===== src/verilog/iod_pkg.sv =====
// package of constants for the instruction operand decoder
package iod_pkg;
    localparam int IOD_WORD_W = 24;
    localparam int IOD_OPC_W = 8;
    localparam int IOD_OPC_LSB = 16;
    localparam int IOD_REG_W = 4;
    localparam int IOD_LIT_W = 16;
    localparam int IOD_ADDR_W = 23;
    // field positions inside the operand part of a word
    localparam int IOD_RD_LSB = 7;
    localparam int IOD_AMD_D_LSB = 11;
    localparam int IOD_BASE_LSB = 11;
    localparam int IOD_RS_LSB = 0;
    localparam int IOD_AMD_S_LSB = 4;
    localparam int IOD_AMD_W = 3;
    localparam int IOD_BYTE_BIT = 14;
    localparam int IOD_FDIR_BIT = 13;
    localparam int IOD_FILE_W = 13;
    localparam int IOD_BITPOS_LSB = 12;
    localparam int IOD_BITPOS_W = 4;
    localparam int IOD_LIT10_LSB = 4;
    localparam int IOD_LIT10_W = 10;
    localparam int IOD_LIT5_LSB = 0;
    localparam int IOD_LIT5_W = 5;
    localparam int IOD_ACC_BIT = 15;
    localparam int IOD_PFX_LSB = 0;
    localparam int IOD_PF_W = 4;
    localparam int IOD_PFY_LSB = 4;
    localparam int IOD_WB_BIT = 8;
    localparam int IOD_MUL_LSB = 9;
    localparam int IOD_MUL_W = 3;
    localparam int IOD_TBL_LSB = 14;
    localparam int IOD_TBL_W = 2;
    localparam int IOD_SHW_BIT = 6;
    localparam int IOD_GRP_W = 4;
    // opcode bits that pick a file target and an indirect bit position
    localparam int IOD_OPC_FILE_BIT = 0;
    localparam int IOD_OPC_IND_BIT = 1;
    // opcode category bounds (upper nibble of opcode)
    localparam logic [3:0] IOD_GRP_CTRL = 4'h0;
    localparam logic [3:0] IOD_GRP_LIT = 4'h2;
    localparam logic [3:0] IOD_GRP_LITAL = 4'h5;
    localparam logic [3:0] IOD_GRP_BIT = 4'ha;
    localparam logic [3:0] IOD_GRP_FILE = 4'he;
    localparam logic [3:0] IOD_GRP_MAC = 4'hc;
    localparam logic [3:0] IOD_GRP_DSP = 4'hd;
    // the three two-word opcodes
    localparam logic [7:0] IOD_OP_GOTO = 8'h04;
    localparam logic [7:0] IOD_OP_CALL = 8'h02;
    localparam logic [7:0] IOD_OP_DO = 8'h08;
    typedef enum logic [2:0] {
        IOD_CAT_WORD = 3'b000,
        IOD_CAT_BIT = 3'b001,
        IOD_CAT_LIT = 3'b010,
        IOD_CAT_DSP = 3'b011,
        IOD_CAT_CTRL = 3'b100
    } iod_cat_t;
    typedef enum logic [0:0] {
        IOD_ST_FIRST = 1'b0,
        IOD_ST_SECOND = 1'b1
    } iod_state_t;
endpackage


===== src/verilog/iod_decoder.sv =====
// instruction operand decoder: splits fetched words into category and operand fields
// Overview of operation
// RULE1 - Instruction words are taken as 24-bit program memory words.
// RULE2 - Exactly three opcodes take two words and complete only after both are seen.
// RULE3 - A word splits into an 8-bit opcode and a 16-bit operand part.
// RULE4 - Every instruction lands in one of five categories.
// RULE5 - Register word ops yield base, second source and result registers with modifiers.
// RULE6 - File word ops yield a file address and a file-or-working-register-zero destination.
// RULE7 - Bit ops yield a register or file target and a literal or register bit position.
// RULE8 - Literal moves yield a literal and a register or file target.
// RULE9 - Literal arithmetic yields base register, literal, and a result only if different.
// RULE10 - MAC ops yield accumulator, multiplicands, X and Y prefetches and write-back.
// RULE11 - Other DSP ops yield accumulator, operand with modifier and a shift source.
// RULE12 - Control ops yield a program address and a table mode field.
// RULE13 - The first word of a two-word op is held until the second arrives.
`timescale 1ns/1ps
module iod_decoder
    import iod_pkg::*;
#(
    parameter int WORD_W = IOD_WORD_W
) (
    input wire logic clk_sys, // core clock
    input wire logic rst_n, // async reset, active low
    input wire logic fetch_valid, // fetched word present
    input wire logic [WORD_W-1:0] fetch_word, // fetched program word
    output logic dec_valid, // decoded instruction pulse
    output iod_cat_t dec_cat, // category
    output logic [IOD_OPC_W-1:0] dec_opcode, // opcode field
    output logic dec_two_word, // came from two words
    output logic dec_byte, // byte-wide operation
    output logic [IOD_REG_W-1:0] base_source_register, // first source
    output logic [IOD_REG_W-1:0] second_source_register, // second source
    output logic [IOD_AMD_W-1:0] src_mode, // source address modifier
    output logic [IOD_REG_W-1:0] result_register, // destination
    output logic [IOD_AMD_W-1:0] dst_mode, // destination address modifier
    output logic dst_valid, // separate destination decoded
    output logic [IOD_FILE_W-1:0] file_addr, // file register address
    output logic file_target, // target is file register
    output logic to_working_register_zero, // result goes to default_working_register
    output logic [IOD_BITPOS_W-1:0] bit_pos, // literal bit position
    output logic bit_pos_indirect, // bit position from base register
    output logic [IOD_LIT_W-1:0] literal, // literal value
    output logic acc_sel, // accumulator a=0 b=1
    output logic [IOD_MUL_W-1:0] mul_sel, // multiplicand register pair
    output logic [IOD_PF_W-1:0] pf_x, // x prefetch op and destination
    output logic [IOD_PF_W-1:0] pf_y, // y prefetch op and destination
    output logic acc_wb, // accumulator write-back
    output logic [IOD_REG_W-1:0] shift_count_register, // shift register
    output logic shift_by_reg, // shift from register, else literal
    output logic [IOD_ADDR_W-1:0] prog_addr, // program memory address
    output logic [IOD_TBL_W-1:0] tbl_mode // table access mode
);
    iod_state_t state_q;
    logic [WORD_W-1:0] first_q;
    logic is_two, done;
    logic [WORD_W-1:0] w;
    logic [IOD_LIT_W-1:0] ops;
    logic [IOD_OPC_W-1:0] opc;
    iod_cat_t cat;
    logic [IOD_GRP_W-1:0] grp;

    // two-word opcode lookup, applied to the fetch word only
    function automatic logic two_word_op(input logic [IOD_OPC_W-1:0] op);
        return (op == IOD_OP_GOTO) || (op == IOD_OP_CALL) || (op == IOD_OP_DO);
    endfunction

    // opcode group is the upper nibble; several decodes below share it
    function automatic logic [IOD_GRP_W-1:0] grp_of(input logic [IOD_OPC_W-1:0] op);
        return op[IOD_OPC_W-1 -: IOD_GRP_W];
    endfunction

    // category from the opcode's upper nibble
    function automatic iod_cat_t cat_of(input logic [IOD_OPC_W-1:0] op);
        case (grp_of(op))
            IOD_GRP_CTRL: return IOD_CAT_CTRL;
            IOD_GRP_LIT, IOD_GRP_LITAL: return IOD_CAT_LIT;
            IOD_GRP_BIT: return IOD_CAT_BIT;
            IOD_GRP_MAC, IOD_GRP_DSP: return IOD_CAT_DSP;
            default: return IOD_CAT_WORD;
        endcase
    endfunction

    // the word being decoded is the held first word once the second arrives
    always_comb begin
        is_two = two_word_op(fetch_word[IOD_OPC_LSB +: IOD_OPC_W]); // [RULE2]
        w = (state_q == IOD_ST_SECOND) ? first_q : fetch_word; // [RULE13]
        opc = w[IOD_OPC_LSB +: IOD_OPC_W]; // [RULE3]
        ops = w[IOD_LIT_W-1:0]; // [RULE1] [RULE3]
        cat = cat_of(opc); // [RULE4]
        grp = grp_of(opc);
        done = fetch_valid && ((state_q == IOD_ST_SECOND) || !is_two);
    end

    // gather state: hold the first of two words
    always_ff @(posedge clk_sys or negedge rst_n) begin
        if (!rst_n) begin
            state_q <= IOD_ST_FIRST;
            first_q <= '0;
        end else if (fetch_valid) begin
            case (state_q)
                IOD_ST_FIRST: begin
                    if (is_two) begin
                        state_q <= IOD_ST_SECOND; // [RULE2] [RULE13]
                        first_q <= fetch_word;
                    end
                end
                IOD_ST_SECOND: state_q <= IOD_ST_FIRST;
                default: state_q <= IOD_ST_FIRST;
            endcase
        end
    end

    // general outputs; fields update only on a completed instruction
    always_ff @(posedge clk_sys or negedge rst_n) begin
        if (!rst_n) begin
            dec_valid <= 1'b0;
            dec_cat <= IOD_CAT_WORD;
            dec_opcode <= '0;
            dec_two_word <= 1'b0;
            dec_byte <= 1'b0;
        end else begin
            dec_valid <= done;
            if (done) begin
                dec_cat <= cat; // [RULE4]
                dec_opcode <= opc; // [RULE3]
                dec_two_word <= (state_q == IOD_ST_SECOND);
                dec_byte <= ops[IOD_BYTE_BIT];
            end
        end
    end

    // register and file operand fields
    always_ff @(posedge clk_sys or negedge rst_n) begin
        if (!rst_n) begin
            base_source_register <= '0;
            second_source_register <= '0;
            src_mode <= '0;
            result_register <= '0;
            dst_mode <= '0;
            dst_valid <= 1'b0;
            file_addr <= '0;
            file_target <= 1'b0;
            to_working_register_zero <= 1'b0;
        end else if (done) begin
            base_source_register <= ops[IOD_BASE_LSB +: IOD_REG_W]; // [RULE5]
            second_source_register <= ops[IOD_RS_LSB +: IOD_REG_W]; // [RULE5]
            src_mode <= ops[IOD_AMD_S_LSB +: IOD_AMD_W]; // [RULE5] [RULE11]
            result_register <= ops[IOD_RD_LSB +: IOD_REG_W]; // [RULE5]
            dst_mode <= ops[IOD_AMD_D_LSB +: IOD_AMD_W];
            file_addr <= ops[IOD_FILE_W-1:0]; // [RULE6] [RULE7] [RULE8]
            file_target <= 1'b0;
            to_working_register_zero <= 1'b0;
            dst_valid <= (cat == IOD_CAT_WORD);
            case (cat)
                IOD_CAT_WORD: begin
                    if (opc[IOD_OPC_FILE_BIT]) begin
                        file_target <= 1'b1; // [RULE6]
                        to_working_register_zero <= !ops[IOD_FDIR_BIT]; // [RULE6]
                        dst_valid <= 1'b0;
                    end
                end
                IOD_CAT_BIT: file_target <= opc[IOD_OPC_FILE_BIT]; // [RULE7]
                IOD_CAT_LIT: begin
                    if (grp == IOD_GRP_LIT) begin
                        file_target <= opc[0]; // [RULE8]
                        result_register <= ops[IOD_RS_LSB +: IOD_REG_W];
                    end else begin
                        // result decoded only when it differs from the base source
                        dst_valid <= ops[IOD_RD_LSB +: IOD_REG_W]
                            != ops[IOD_BASE_LSB +: IOD_REG_W]; // [RULE9]
                    end
                end
                default: ;
            endcase
        end
    end

    // bit, literal, dsp and control fields
    always_ff @(posedge clk_sys or negedge rst_n) begin
        if (!rst_n) begin
            bit_pos <= '0;
            bit_pos_indirect <= 1'b0;
            literal <= '0;
            acc_sel <= 1'b0;
            mul_sel <= '0;
            pf_x <= '0;
            pf_y <= '0;
            acc_wb <= 1'b0;
            shift_count_register <= '0;
            shift_by_reg <= 1'b0;
            prog_addr <= '0;
            tbl_mode <= '0;
        end else if (done) begin
            bit_pos <= ops[IOD_BITPOS_LSB +: IOD_BITPOS_W]; // [RULE7]
            bit_pos_indirect <= opc[IOD_OPC_IND_BIT]; // [RULE7]
            // moves carry a wide literal, arithmetic a short one
            if (grp == IOD_GRP_LIT)
                literal <= {{(IOD_LIT_W-IOD_LIT10_W){1'b0}},
                    ops[IOD_LIT10_LSB +: IOD_LIT10_W]}; // [RULE8]
            else
                literal <= {{(IOD_LIT_W-IOD_LIT5_W){1'b0}},
                    ops[IOD_LIT5_LSB +: IOD_LIT5_W]}; // [RULE9] [RULE11]
            acc_sel <= ops[IOD_ACC_BIT]; // [RULE10] [RULE11]
            mul_sel <= ops[IOD_MUL_LSB +: IOD_MUL_W]; // [RULE10]
            pf_x <= ops[IOD_PFX_LSB +: IOD_PF_W]; // [RULE10]
            pf_y <= ops[IOD_PFY_LSB +: IOD_PF_W]; // [RULE10]
            acc_wb <= ops[IOD_WB_BIT] && (grp == IOD_GRP_MAC); // [RULE10]
            shift_count_register <= ops[IOD_RS_LSB +: IOD_REG_W]; // [RULE11]
            shift_by_reg <= ops[IOD_SHW_BIT]; // [RULE11]
            // two-word ops take the high address bits from the second word
            if (state_q == IOD_ST_SECOND)
                prog_addr <= {fetch_word[IOD_ADDR_W-IOD_LIT_W-1:0], ops}; // [RULE12] [RULE13]
            else
                prog_addr <= {{(IOD_ADDR_W-IOD_LIT_W){1'b0}}, ops}; // [RULE12]
            tbl_mode <= ops[IOD_TBL_LSB +: IOD_TBL_W]; // [RULE12]
        end
    end

    // a two-word opcode in the first slot gives no decode until its partner arrives
    a_two_word_hold: assert property (@(posedge clk_sys) disable iff (!rst_n) // [RULE13]
        (fetch_valid && state_q == IOD_ST_FIRST && is_two) |=> !dec_valid)
        else $error("two-word first word decoded alone");

    // the partner word always completes the pair on the next edge
    a_pair_complete: assert property (@(posedge clk_sys) disable iff (!rst_n) // [RULE2]
        (fetch_valid && state_q == IOD_ST_SECOND) |=> (dec_valid && dec_two_word))
        else $error("second word did not complete");

    // ordinary words decode in one cycle with no hold
    a_single_word: assert property (@(posedge clk_sys) disable iff (!rst_n) // [RULE1]
        (fetch_valid && state_q == IOD_ST_FIRST && !is_two)
        |=> (dec_valid && !dec_two_word))
        else $error("single word not decoded in one cycle");

    // no completed word, no pulse: a stale bus must never look like a decode
    a_idle_quiet: assert property (@(posedge clk_sys) disable iff (!rst_n) // [RULE1]
        !done |=> !dec_valid)
        else $error("decode pulse without a completed word");

    // the opcode reported is the one of the word being decoded
    a_opcode_field: assert property (@(posedge clk_sys) disable iff (!rst_n) // [RULE3]
        done |=> dec_opcode == $past(opc))
        else $error("opcode field mismatch");

    // fields hold between decodes so execution may read them late
    a_fields_hold: assert property (@(posedge clk_sys) disable iff (!rst_n) // [RULE3]
        !done |=> ($stable(dec_opcode) && $stable(literal) && $stable(prog_addr)))
        else $error("decoded fields changed without a decode");

    // control group lands in the control category
    a_cat_ctrl: assert property (@(posedge clk_sys) disable iff (!rst_n) // [RULE4]
        (done && grp == IOD_GRP_CTRL) |=> dec_cat == IOD_CAT_CTRL)
        else $error("control category wrong");

    // register word ops always carry a separate result register
    a_word_dest: assert property (@(posedge clk_sys) disable iff (!rst_n) // [RULE5]
        (done && cat == IOD_CAT_WORD && !opc[IOD_OPC_FILE_BIT])
        |=> (dst_valid && !file_target))
        else $error("register op destination wrong");

    // file word ops name no result register, only file or working register zero
    a_file_dest: assert property (@(posedge clk_sys) disable iff (!rst_n) // [RULE6]
        (done && cat == IOD_CAT_WORD && opc[IOD_OPC_FILE_BIT])
        |=> (file_target && !dst_valid))
        else $error("file op destination wrong");

    // bit ops follow the opcode's file-select bit for their target
    a_bit_target: assert property (@(posedge clk_sys) disable iff (!rst_n) // [RULE7]
        (done && cat == IOD_CAT_BIT) |=> file_target == $past(opc[IOD_OPC_FILE_BIT]))
        else $error("bit op target wrong");

    // moves carry only the wide literal field, upper bits clear
    a_move_literal: assert property (@(posedge clk_sys) disable iff (!rst_n) // [RULE8]
        (done && grp == IOD_GRP_LIT) |=> literal[IOD_LIT_W-1:IOD_LIT10_W] == '0)
        else $error("move literal has stray high bits");

    // arithmetic on the same register reports no separate result
    a_lit_dest: assert property (@(posedge clk_sys) disable iff (!rst_n) // [RULE9]
        (done && grp == IOD_GRP_LITAL
            && ops[IOD_RD_LSB +: IOD_REG_W] == ops[IOD_BASE_LSB +: IOD_REG_W])
        |=> !dst_valid)
        else $error("same-register result decoded");

    // dsp ops take the accumulator from the operand part
    a_acc_select: assert property (@(posedge clk_sys) disable iff (!rst_n) // [RULE10]
        (done && cat == IOD_CAT_DSP) |=> acc_sel == $past(ops[IOD_ACC_BIT]))
        else $error("accumulator select wrong");

    // only the multiplying group may write an accumulator back
    a_mac_writeback: assert property (@(posedge clk_sys) disable iff (!rst_n) // [RULE10]
        (done && cat == IOD_CAT_DSP && grp != IOD_GRP_MAC) |=> !acc_wb)
        else $error("write-back outside multiply group");

    // other dsp ops pick the shift source from the operand part
    a_shift_source: assert property (@(posedge clk_sys) disable iff (!rst_n) // [RULE11]
        (done && grp == IOD_GRP_DSP) |=> shift_by_reg == $past(ops[IOD_SHW_BIT]))
        else $error("shift source wrong");

    // single words reach only the low program addresses
    a_prog_high: assert property (@(posedge clk_sys) disable iff (!rst_n) // [RULE12]
        (done && state_q == IOD_ST_FIRST) |=> prog_addr[IOD_ADDR_W-1:IOD_LIT_W] == '0)
        else $error("single word set high address bits");

    // a pair's decode always follows a quiet cycle while the first word is held
    a_valid_pulse: assert property (@(posedge clk_sys) disable iff (!rst_n) // [RULE13]
        (dec_valid && dec_two_word) |-> !$past(dec_valid))
        else $error("two-word decode not preceded by hold");
endmodule // iod_decoder


===== config.mk =====
export PLATFORM = sky130hd
export DESIGN_NAME = iod_decoder
export DESIGN_NICKNAME = d
export VERILOG_FILES = /design/src/verilog/iod_pkg.sv /design/src/verilog/iod_decoder.sv
export SDC_FILE = /design/constraint.sdc
export NUM_CORES = 1
export LEC_CHECK = 0
export BUFFER_PORTS_ARGS = -buffer_cell sky130_fd_sc_hd__buf_4
export CAP_MARGIN = 10
export CELL_PAD_IN_SITES_DETAIL_PLACEMENT = 0
export CELL_PAD_IN_SITES_GLOBAL_PLACEMENT = 1
export CORE_MARGIN = 1.5
export CORE_UTILIZATION = 37
export DETAILED_ROUTE_END_ITERATION = 8
export PLACE_DENSITY_LB_ADDON = 0.1
export SYNTH_ARGS = -nofsm -noshare
export SYNTH_HDL_FRONTEND = slang
export SYNTH_SLANG_ARGS = --single-unit

===== constraint.sdc =====
create_clock -name clk_sys -period 2.31 [get_ports clk_sys]
set_input_delay 0.3465 -clock clk_sys [delete_from_list [all_inputs] [get_ports clk_sys]]
set_output_delay 0.3465 -clock clk_sys [all_outputs]
set_load 0.005 [all_outputs]

[Yosys cells after proc, flatten, opt, wreduce, memory -nomap -nowiden]
Index checks and enable logic that the tools add are counted.
Word-level totals
  register bits after elaboration: 129
  input port bits: 27
  output and inout port bits: 112
  logic and storage cells: 66
Operators by class
  equality and inequality tests: 11
  muxes and demuxes: 16
  bitwise logic cells: 1
  reduce and logical (&&, ||, !) cells: 12
Operators by type and width (number)
  2-to-1 mux 24 bit: 1
  2-to-1 mux 23 bit: 1
  == test 4 bit, second input constant: 3
  one-hot mux 3 bit (4 select lines): 1
  2-to-1 mux 10 bit: 1
  == test 8 x 2 -> 1 bit, second input constant: 1
  == test 8 x 3 -> 1 bit, second input constant: 1
  == test 8 x 4 -> 1 bit, second input constant: 1
  2-to-1 mux 4 bit: 2
  2-to-1 mux 1 bit: 7
  == test 4 x 2 -> 1 bit, second input constant: 1
  == test 4 x 3 -> 1 bit, second input constant: 1
  zero test 4 bit: 1
  inequality test 4 bit: 1
  one-hot mux 1 bit (2 select lines): 2
  OR reduction 2 bit: 2
  == test 3 x 1 -> 1 bit, second input constant: 1
  == test 3 x 2 -> 1 bit, second input constant: 1
  zero test 3 bit: 1
  logical OR 1 bit: 3
  one-hot mux 1 bit (3 select lines): 1
  AND reduction 3 bit: 1
  logical AND 1 bit: 2
  zero test 1 bit: 2
  NOT 1 bit: 1

[Logic depth before layout (Yosys ltp)]
  depth in word-level cells: 6
  mapped depth: 8
  depth with buffers taken out: 6

[Least setup slack after synthesis]
OpenSTA, ideal clock, no wires.
  path kind: flip-flop to flip-flop
  from: register state_q
  to: register dst_valid
  setup time: 77 ps
  arrival time: 1737 ps
  required time: 2233 ps
  setup slack: 496 ps
  stages on the path, launching flop included: 7
  buffers on the path: 1
  period minus slack after synthesis: 1814 ps
  cell sequence: dfrtp_1 -> buf_6 -> or3b_4 -> a221oi_2 -> o21ai_1 -> or3_1 -> a21oi_1
Between the ends
  word-level cells in the longest chain between the ends: 6
  elaborated cells on any way between the ends: 18
  those cells by class: eq/ne: 7; mux: 5; reduce/logical: 6
Ends and longest elaborated chain
  from (decl): line iod_decoder.sv:53  | iod_state_t state_q;
  from (signal assigned): line iod_decoder.sv:97  | state_q <= IOD_ST_FIRST;
  from (signal assigned): line iod_decoder.sv:103  | state_q <= IOD_ST_SECOND;
  from (signal assigned): line iod_decoder.sv:107  | IOD_ST_SECOND: state_q <= IOD_ST_FIRST;
  2-to-1 mux 24 bit: line iod_decoder.sv:86  | w = (state_q == IOD_ST_SECOND) ? first_q : fetch_word;
  == test 4 bit (tied with other cells): line iod_decoder.sv:74  | case (grp_of(op))
  OR reduction 2 bit: line iod_decoder.sv:74
  one-hot mux 3 bit (4 select lines): line iod_decoder.sv:74
  == test 3 x 2 -> 1 bit / zero test 3 bit (equally long branches): line iod_decoder.sv:154, iod_decoder.sv:153
  one-hot mux 1 bit (2 select lines): line iod_decoder.sv:154  | case (cat)
  to (signal assigned): line iod_decoder.sv:153  | dst_valid <= (cat == IOD_CAT_WORD);
  to (signal assigned): line iod_decoder.sv:169  | dst_valid <= ops[IOD_RD_LSB +: IOD_REG_W]
  to (decl): line iod_decoder.sv:36  | output logic dst_valid,
Several ways; a longest one is shown, not always the timed one.
A chain may end at the register's enable or synchronous reset.

[Final worst setup path]
  from: register state_q
  to: register result_register[0]
Between the ends
  word-level cells in the longest chain between the ends: 6
  elaborated cells on any way between the ends: 15
  those cells by class: eq/ne: 6; mux: 4; reduce/logical: 5
Ends and longest elaborated chain
  2-to-1 mux 24 bit: line iod_decoder.sv:86
  == test 4 bit (tied with other cells): line iod_decoder.sv:74
  OR reduction 2 bit: line iod_decoder.sv:74
  one-hot mux 3 bit (4 select lines): line iod_decoder.sv:74
  == test 3 x 2 -> 1 bit: line iod_decoder.sv:154
  2-to-1 mux 4 bit: line iod_decoder.sv:154
  to (signal assigned): line iod_decoder.sv:148  | result_register <= ops[IOD_RD_LSB +: IOD_REG_W];
  to (signal assigned): line iod_decoder.sv:166  | result_register <= ops[IOD_RS_LSB +: IOD_REG_W];
  to (decl): line iod_decoder.sv:34  | output logic [IOD_REG_W-1:0] result_register,
Several ways; a longest one is shown, not always the timed one.

==> run summary <==
Status = finished, final reports clean
Yosys cell types = 34
Net switching power = 896 uW
Gpl congestion = 0.757
Max_cap viols = 0
CTS tree = yes
Flop pwr share = 50.6%
CTS Hold Bufs = 0
DR vias = 2,802
# rows = 37
Die Width = 106 um
Endpoints failing setup = 0
Core area = 10,300 um^2
Antenna viol nets, final = 0
Util after Layout = 47.1%
Max Slew Vio Count = 0
Sequential area share after synthesis = 50.5%
Ranking of synthesized cells by area = dfrtp_1, buf_4, mux2_2, nand2_1, mux2i_1
CP arrival = 2.34 ns
Clock buffer depth = 2
H-tree depth = 3
Post-CTS Setup Bufs = 0
DP HPWL = 6370 um
Crit path launch type = flip-flop
DRC violations left = 0
F_max = 0.470 GHz
Comb power frac = 22.2%
GRT Overall Usage = 16.3%
Relative slew slack = 56.6%
Crit path capture type = flip-flop
Hold Path Class = input pin to asynchronous set/reset pin
Sw frac = 27.8%
Seq cells post-synth = 79
Avg Cell Area, Syn = 10.4 um^2
Clk network pwr share = 27.2%
Io pins = 139
Max incr delay on CP = 0.62 ns
Skew final = 0.00874 ns
Crit path kind = flip-flop to flip-flop
Post-synth EDFFs = 0
RSZ-0062 raised after global routing = false
Number of cells on the worst reg-to-reg path = 4
Reg2Reg Setup Slack = 0.18 ns
Initial antenna violation count = 0
Top_reg_cell synth = dfrtp_1
Vias in the first global route = 2,805
Die Height = 106 um
Slew @ Worst Pin = 0.632 ns
Number of diodes = 0
Total power = 3.22 mW
Syn-to-layout area delta = 23.7%
R2R Path End = result_register[0]
Peak supply drop = 0.239 mV
Ordered cell list for the critical path = buf_4 > mux2i_1 > mux2_2 > o21ai_0
Die area = 11,200 um^2
Cell taking the most area after synthesis = dfrtp_1
Cell area after synthesis = 3910 um^2
Port bufs = 132
WL final = 8840 um
Detail Route met3 WL = 502 um
DR vias/cell = 4.69
Largest net degree at the start of global routing = 89
Hold Violations, Final = 0
Initial Util = 38.1%
CTS buffer count = 9
Congestion Overflow GR = 0
CP max FO = 29
Post-CTS resize count = 0
Data required, critical path = 2.53 ns
CTS clk-pin slew, worst paths = 0.08 ns
Skew-Pair Late Insertion Delay = 0.34 ns
Reg-to-reg startpoint = state_q
Clock sink total = 79
Minimum clock period after layout = 2.13 ns
Pleak = 2.44 nW
Drt pass-1 iters = 4
Fraction of layout cells with a size suffix above 1 = 39.7%
Cell Pwr Density = 666 nW/um^2
First-pass GRT wire length = 14,100 um
Syn. warnings = 0
Nets = 485
Highest metal used = met4
Post-synthesis cell count = 378
Synth top area share = 50.5%
Routed len/inst = 14.8 um
Root Buffer = clkbuf_8
WL met1 = 4120 um
DR iter-0 viols = 103
Placed Area = 4680 um^2
Wire length on met2 = 4100 um
Final Cycle Share = 92.1%
Internal power = 2.33 mW
Final Instance Area = 4840 um^2
Critical-path top delay cell = mux2i_1
Setup TNS = 0 ns
Post-synth ARST share = 100%
## worst max-delay path by stage
stage	startpoint	end	slack, ns	cells after the start
final	state_q	result_register[0]	0.18	4
after global routing	state_q	result_register[0]	0.02	4
after CTS	state_q	result_register[0]	0.13	4
after detailed placement	state_q	result_register[0]	0.14	4
after global placement	state_q	result_register[0]	0.15	4
after floorplan	state_q	dst_valid	0.50	6
## cell usage in the layout, fill, tap and decap left out, drive strengths merged, types with 2 or more instances in the layout
| cell | count |
|---|---|
| xor2 | 5 |
| a21oi | 5 |
| clkinv | 2 |
| nand3b | 2 |
| and2 | 4 |
| o21ai | 41 |
| nor3b | 2 |
| nand3 | 8 |
| clkbuf | 12 |
| nor4 | 2 |
| o31ai | 6 |
| dfrtp | 79 |
| mux2i | 20 |
| nor3 | 3 |
| buf | 141 |
| conb | 6 |
| nor2 | 13 |
| nand2 | 64 |
| xnor2 | 4 |
| inv | 2 |
| mux2 | 32 |
## power by group through the flow
stage                     clock [mW]  combinational (mW)  sequential [mW]
final                          0.877               0.715             1.63
after global routing           0.964               0.789             1.65
after CTS                      0.905               0.733             1.63
after detailed placement           0               0.732             1.66
after global placement             0               0.726             1.65
after floorplan                    0               0.419             1.64
## sequential cells by signal, summed over array words and instances, names as in the netlist
| name | cells |
|---|---|
| acc_wb | 1 |
| base_source_register | 3 |
| bit_pos | 1 |
| dec_cat | 3 |
| dec_opcode | 8 |
| dec_two_word | 1 |
| dec_valid | 1 |
| dst_valid | 1 |
| file_addr | 9 |
| file_target | 1 |
| first_q | 24 |
| literal | 10 |
| prog_addr | 8 |
| result_register | 4 |
| src_mode | 2 |
| state_q | 1 |
| to_working_register_zero | 1 |
## cell usage after synthesis (3+ instances only)
cell      number
a21oi_1        5
and2_1         4
buf_2          9
buf_4         58
clkbuf_1       8
dfrtp_1       79
mux2_1         7
mux2_2        25
mux2i_1       20
nand2_1       64
nand3_1        8
nor2_1        13
nor3_1         3
o21ai_0       37
o21ai_1        4
o31ai_1        6
xnor2_1        4
xor2_1         5
## layout make-up
| cell class | count | area (um^2) |
|---|---|---|
| timing repair buffer | 141 | 1100 |
| inverter | 2 | 7.51 |
| clock inverter | 2 | 10.0 |
| tap | 136 | 170 |
| sequential | 79 | 1980 |
| multi-input combinational | 225 | 1430 |
| clock buffer | 12 | 145 |
| fill | 1022 | 5440 |
## kinds of logic (layout without fill, tap and decap cells)
family                    Yosys count  in the layout  synth area share, %
buffers and inverters              79            157                 13.6
xor gates and xnor gates            9              9                 2.01
other                               1              6               0.0958
muxes                              52             52                 14.3
DFF                                79             79                 50.5
AOI/OAI and AO/OA                  57             57                 8.28
and+or+nand+nor                   101            101                 11.1
## critical path, delay by kind of cell, from the launching register on
kind            cells  cell delay, ns
buf+inv             1            0.45
compound gates      1            0.06
mux                 2            0.89
flops               1            0.58
## routing by layer
layer | global-route usage [%] | vias up
li1 | - | 1373
met1 | 21.0 | 1328
met2 | 27.1 | 90
met3 | 3.40 | 11
met4 | 5.79 | 0
met5 | 0 | -
## metrics by stage
stage                     hold WS (ns)  cells  setup slack, ns
final                           0.0315    597            0.183
after global routing            0.0759    597           0.0223
after CTS                       0.0483    597            0.127
after detailed placement         0.427    583            0.138
after global placement           0.418    583            0.150
after floorplan                 0.0509    383            0.496
(Power assumes the default switching activity.)
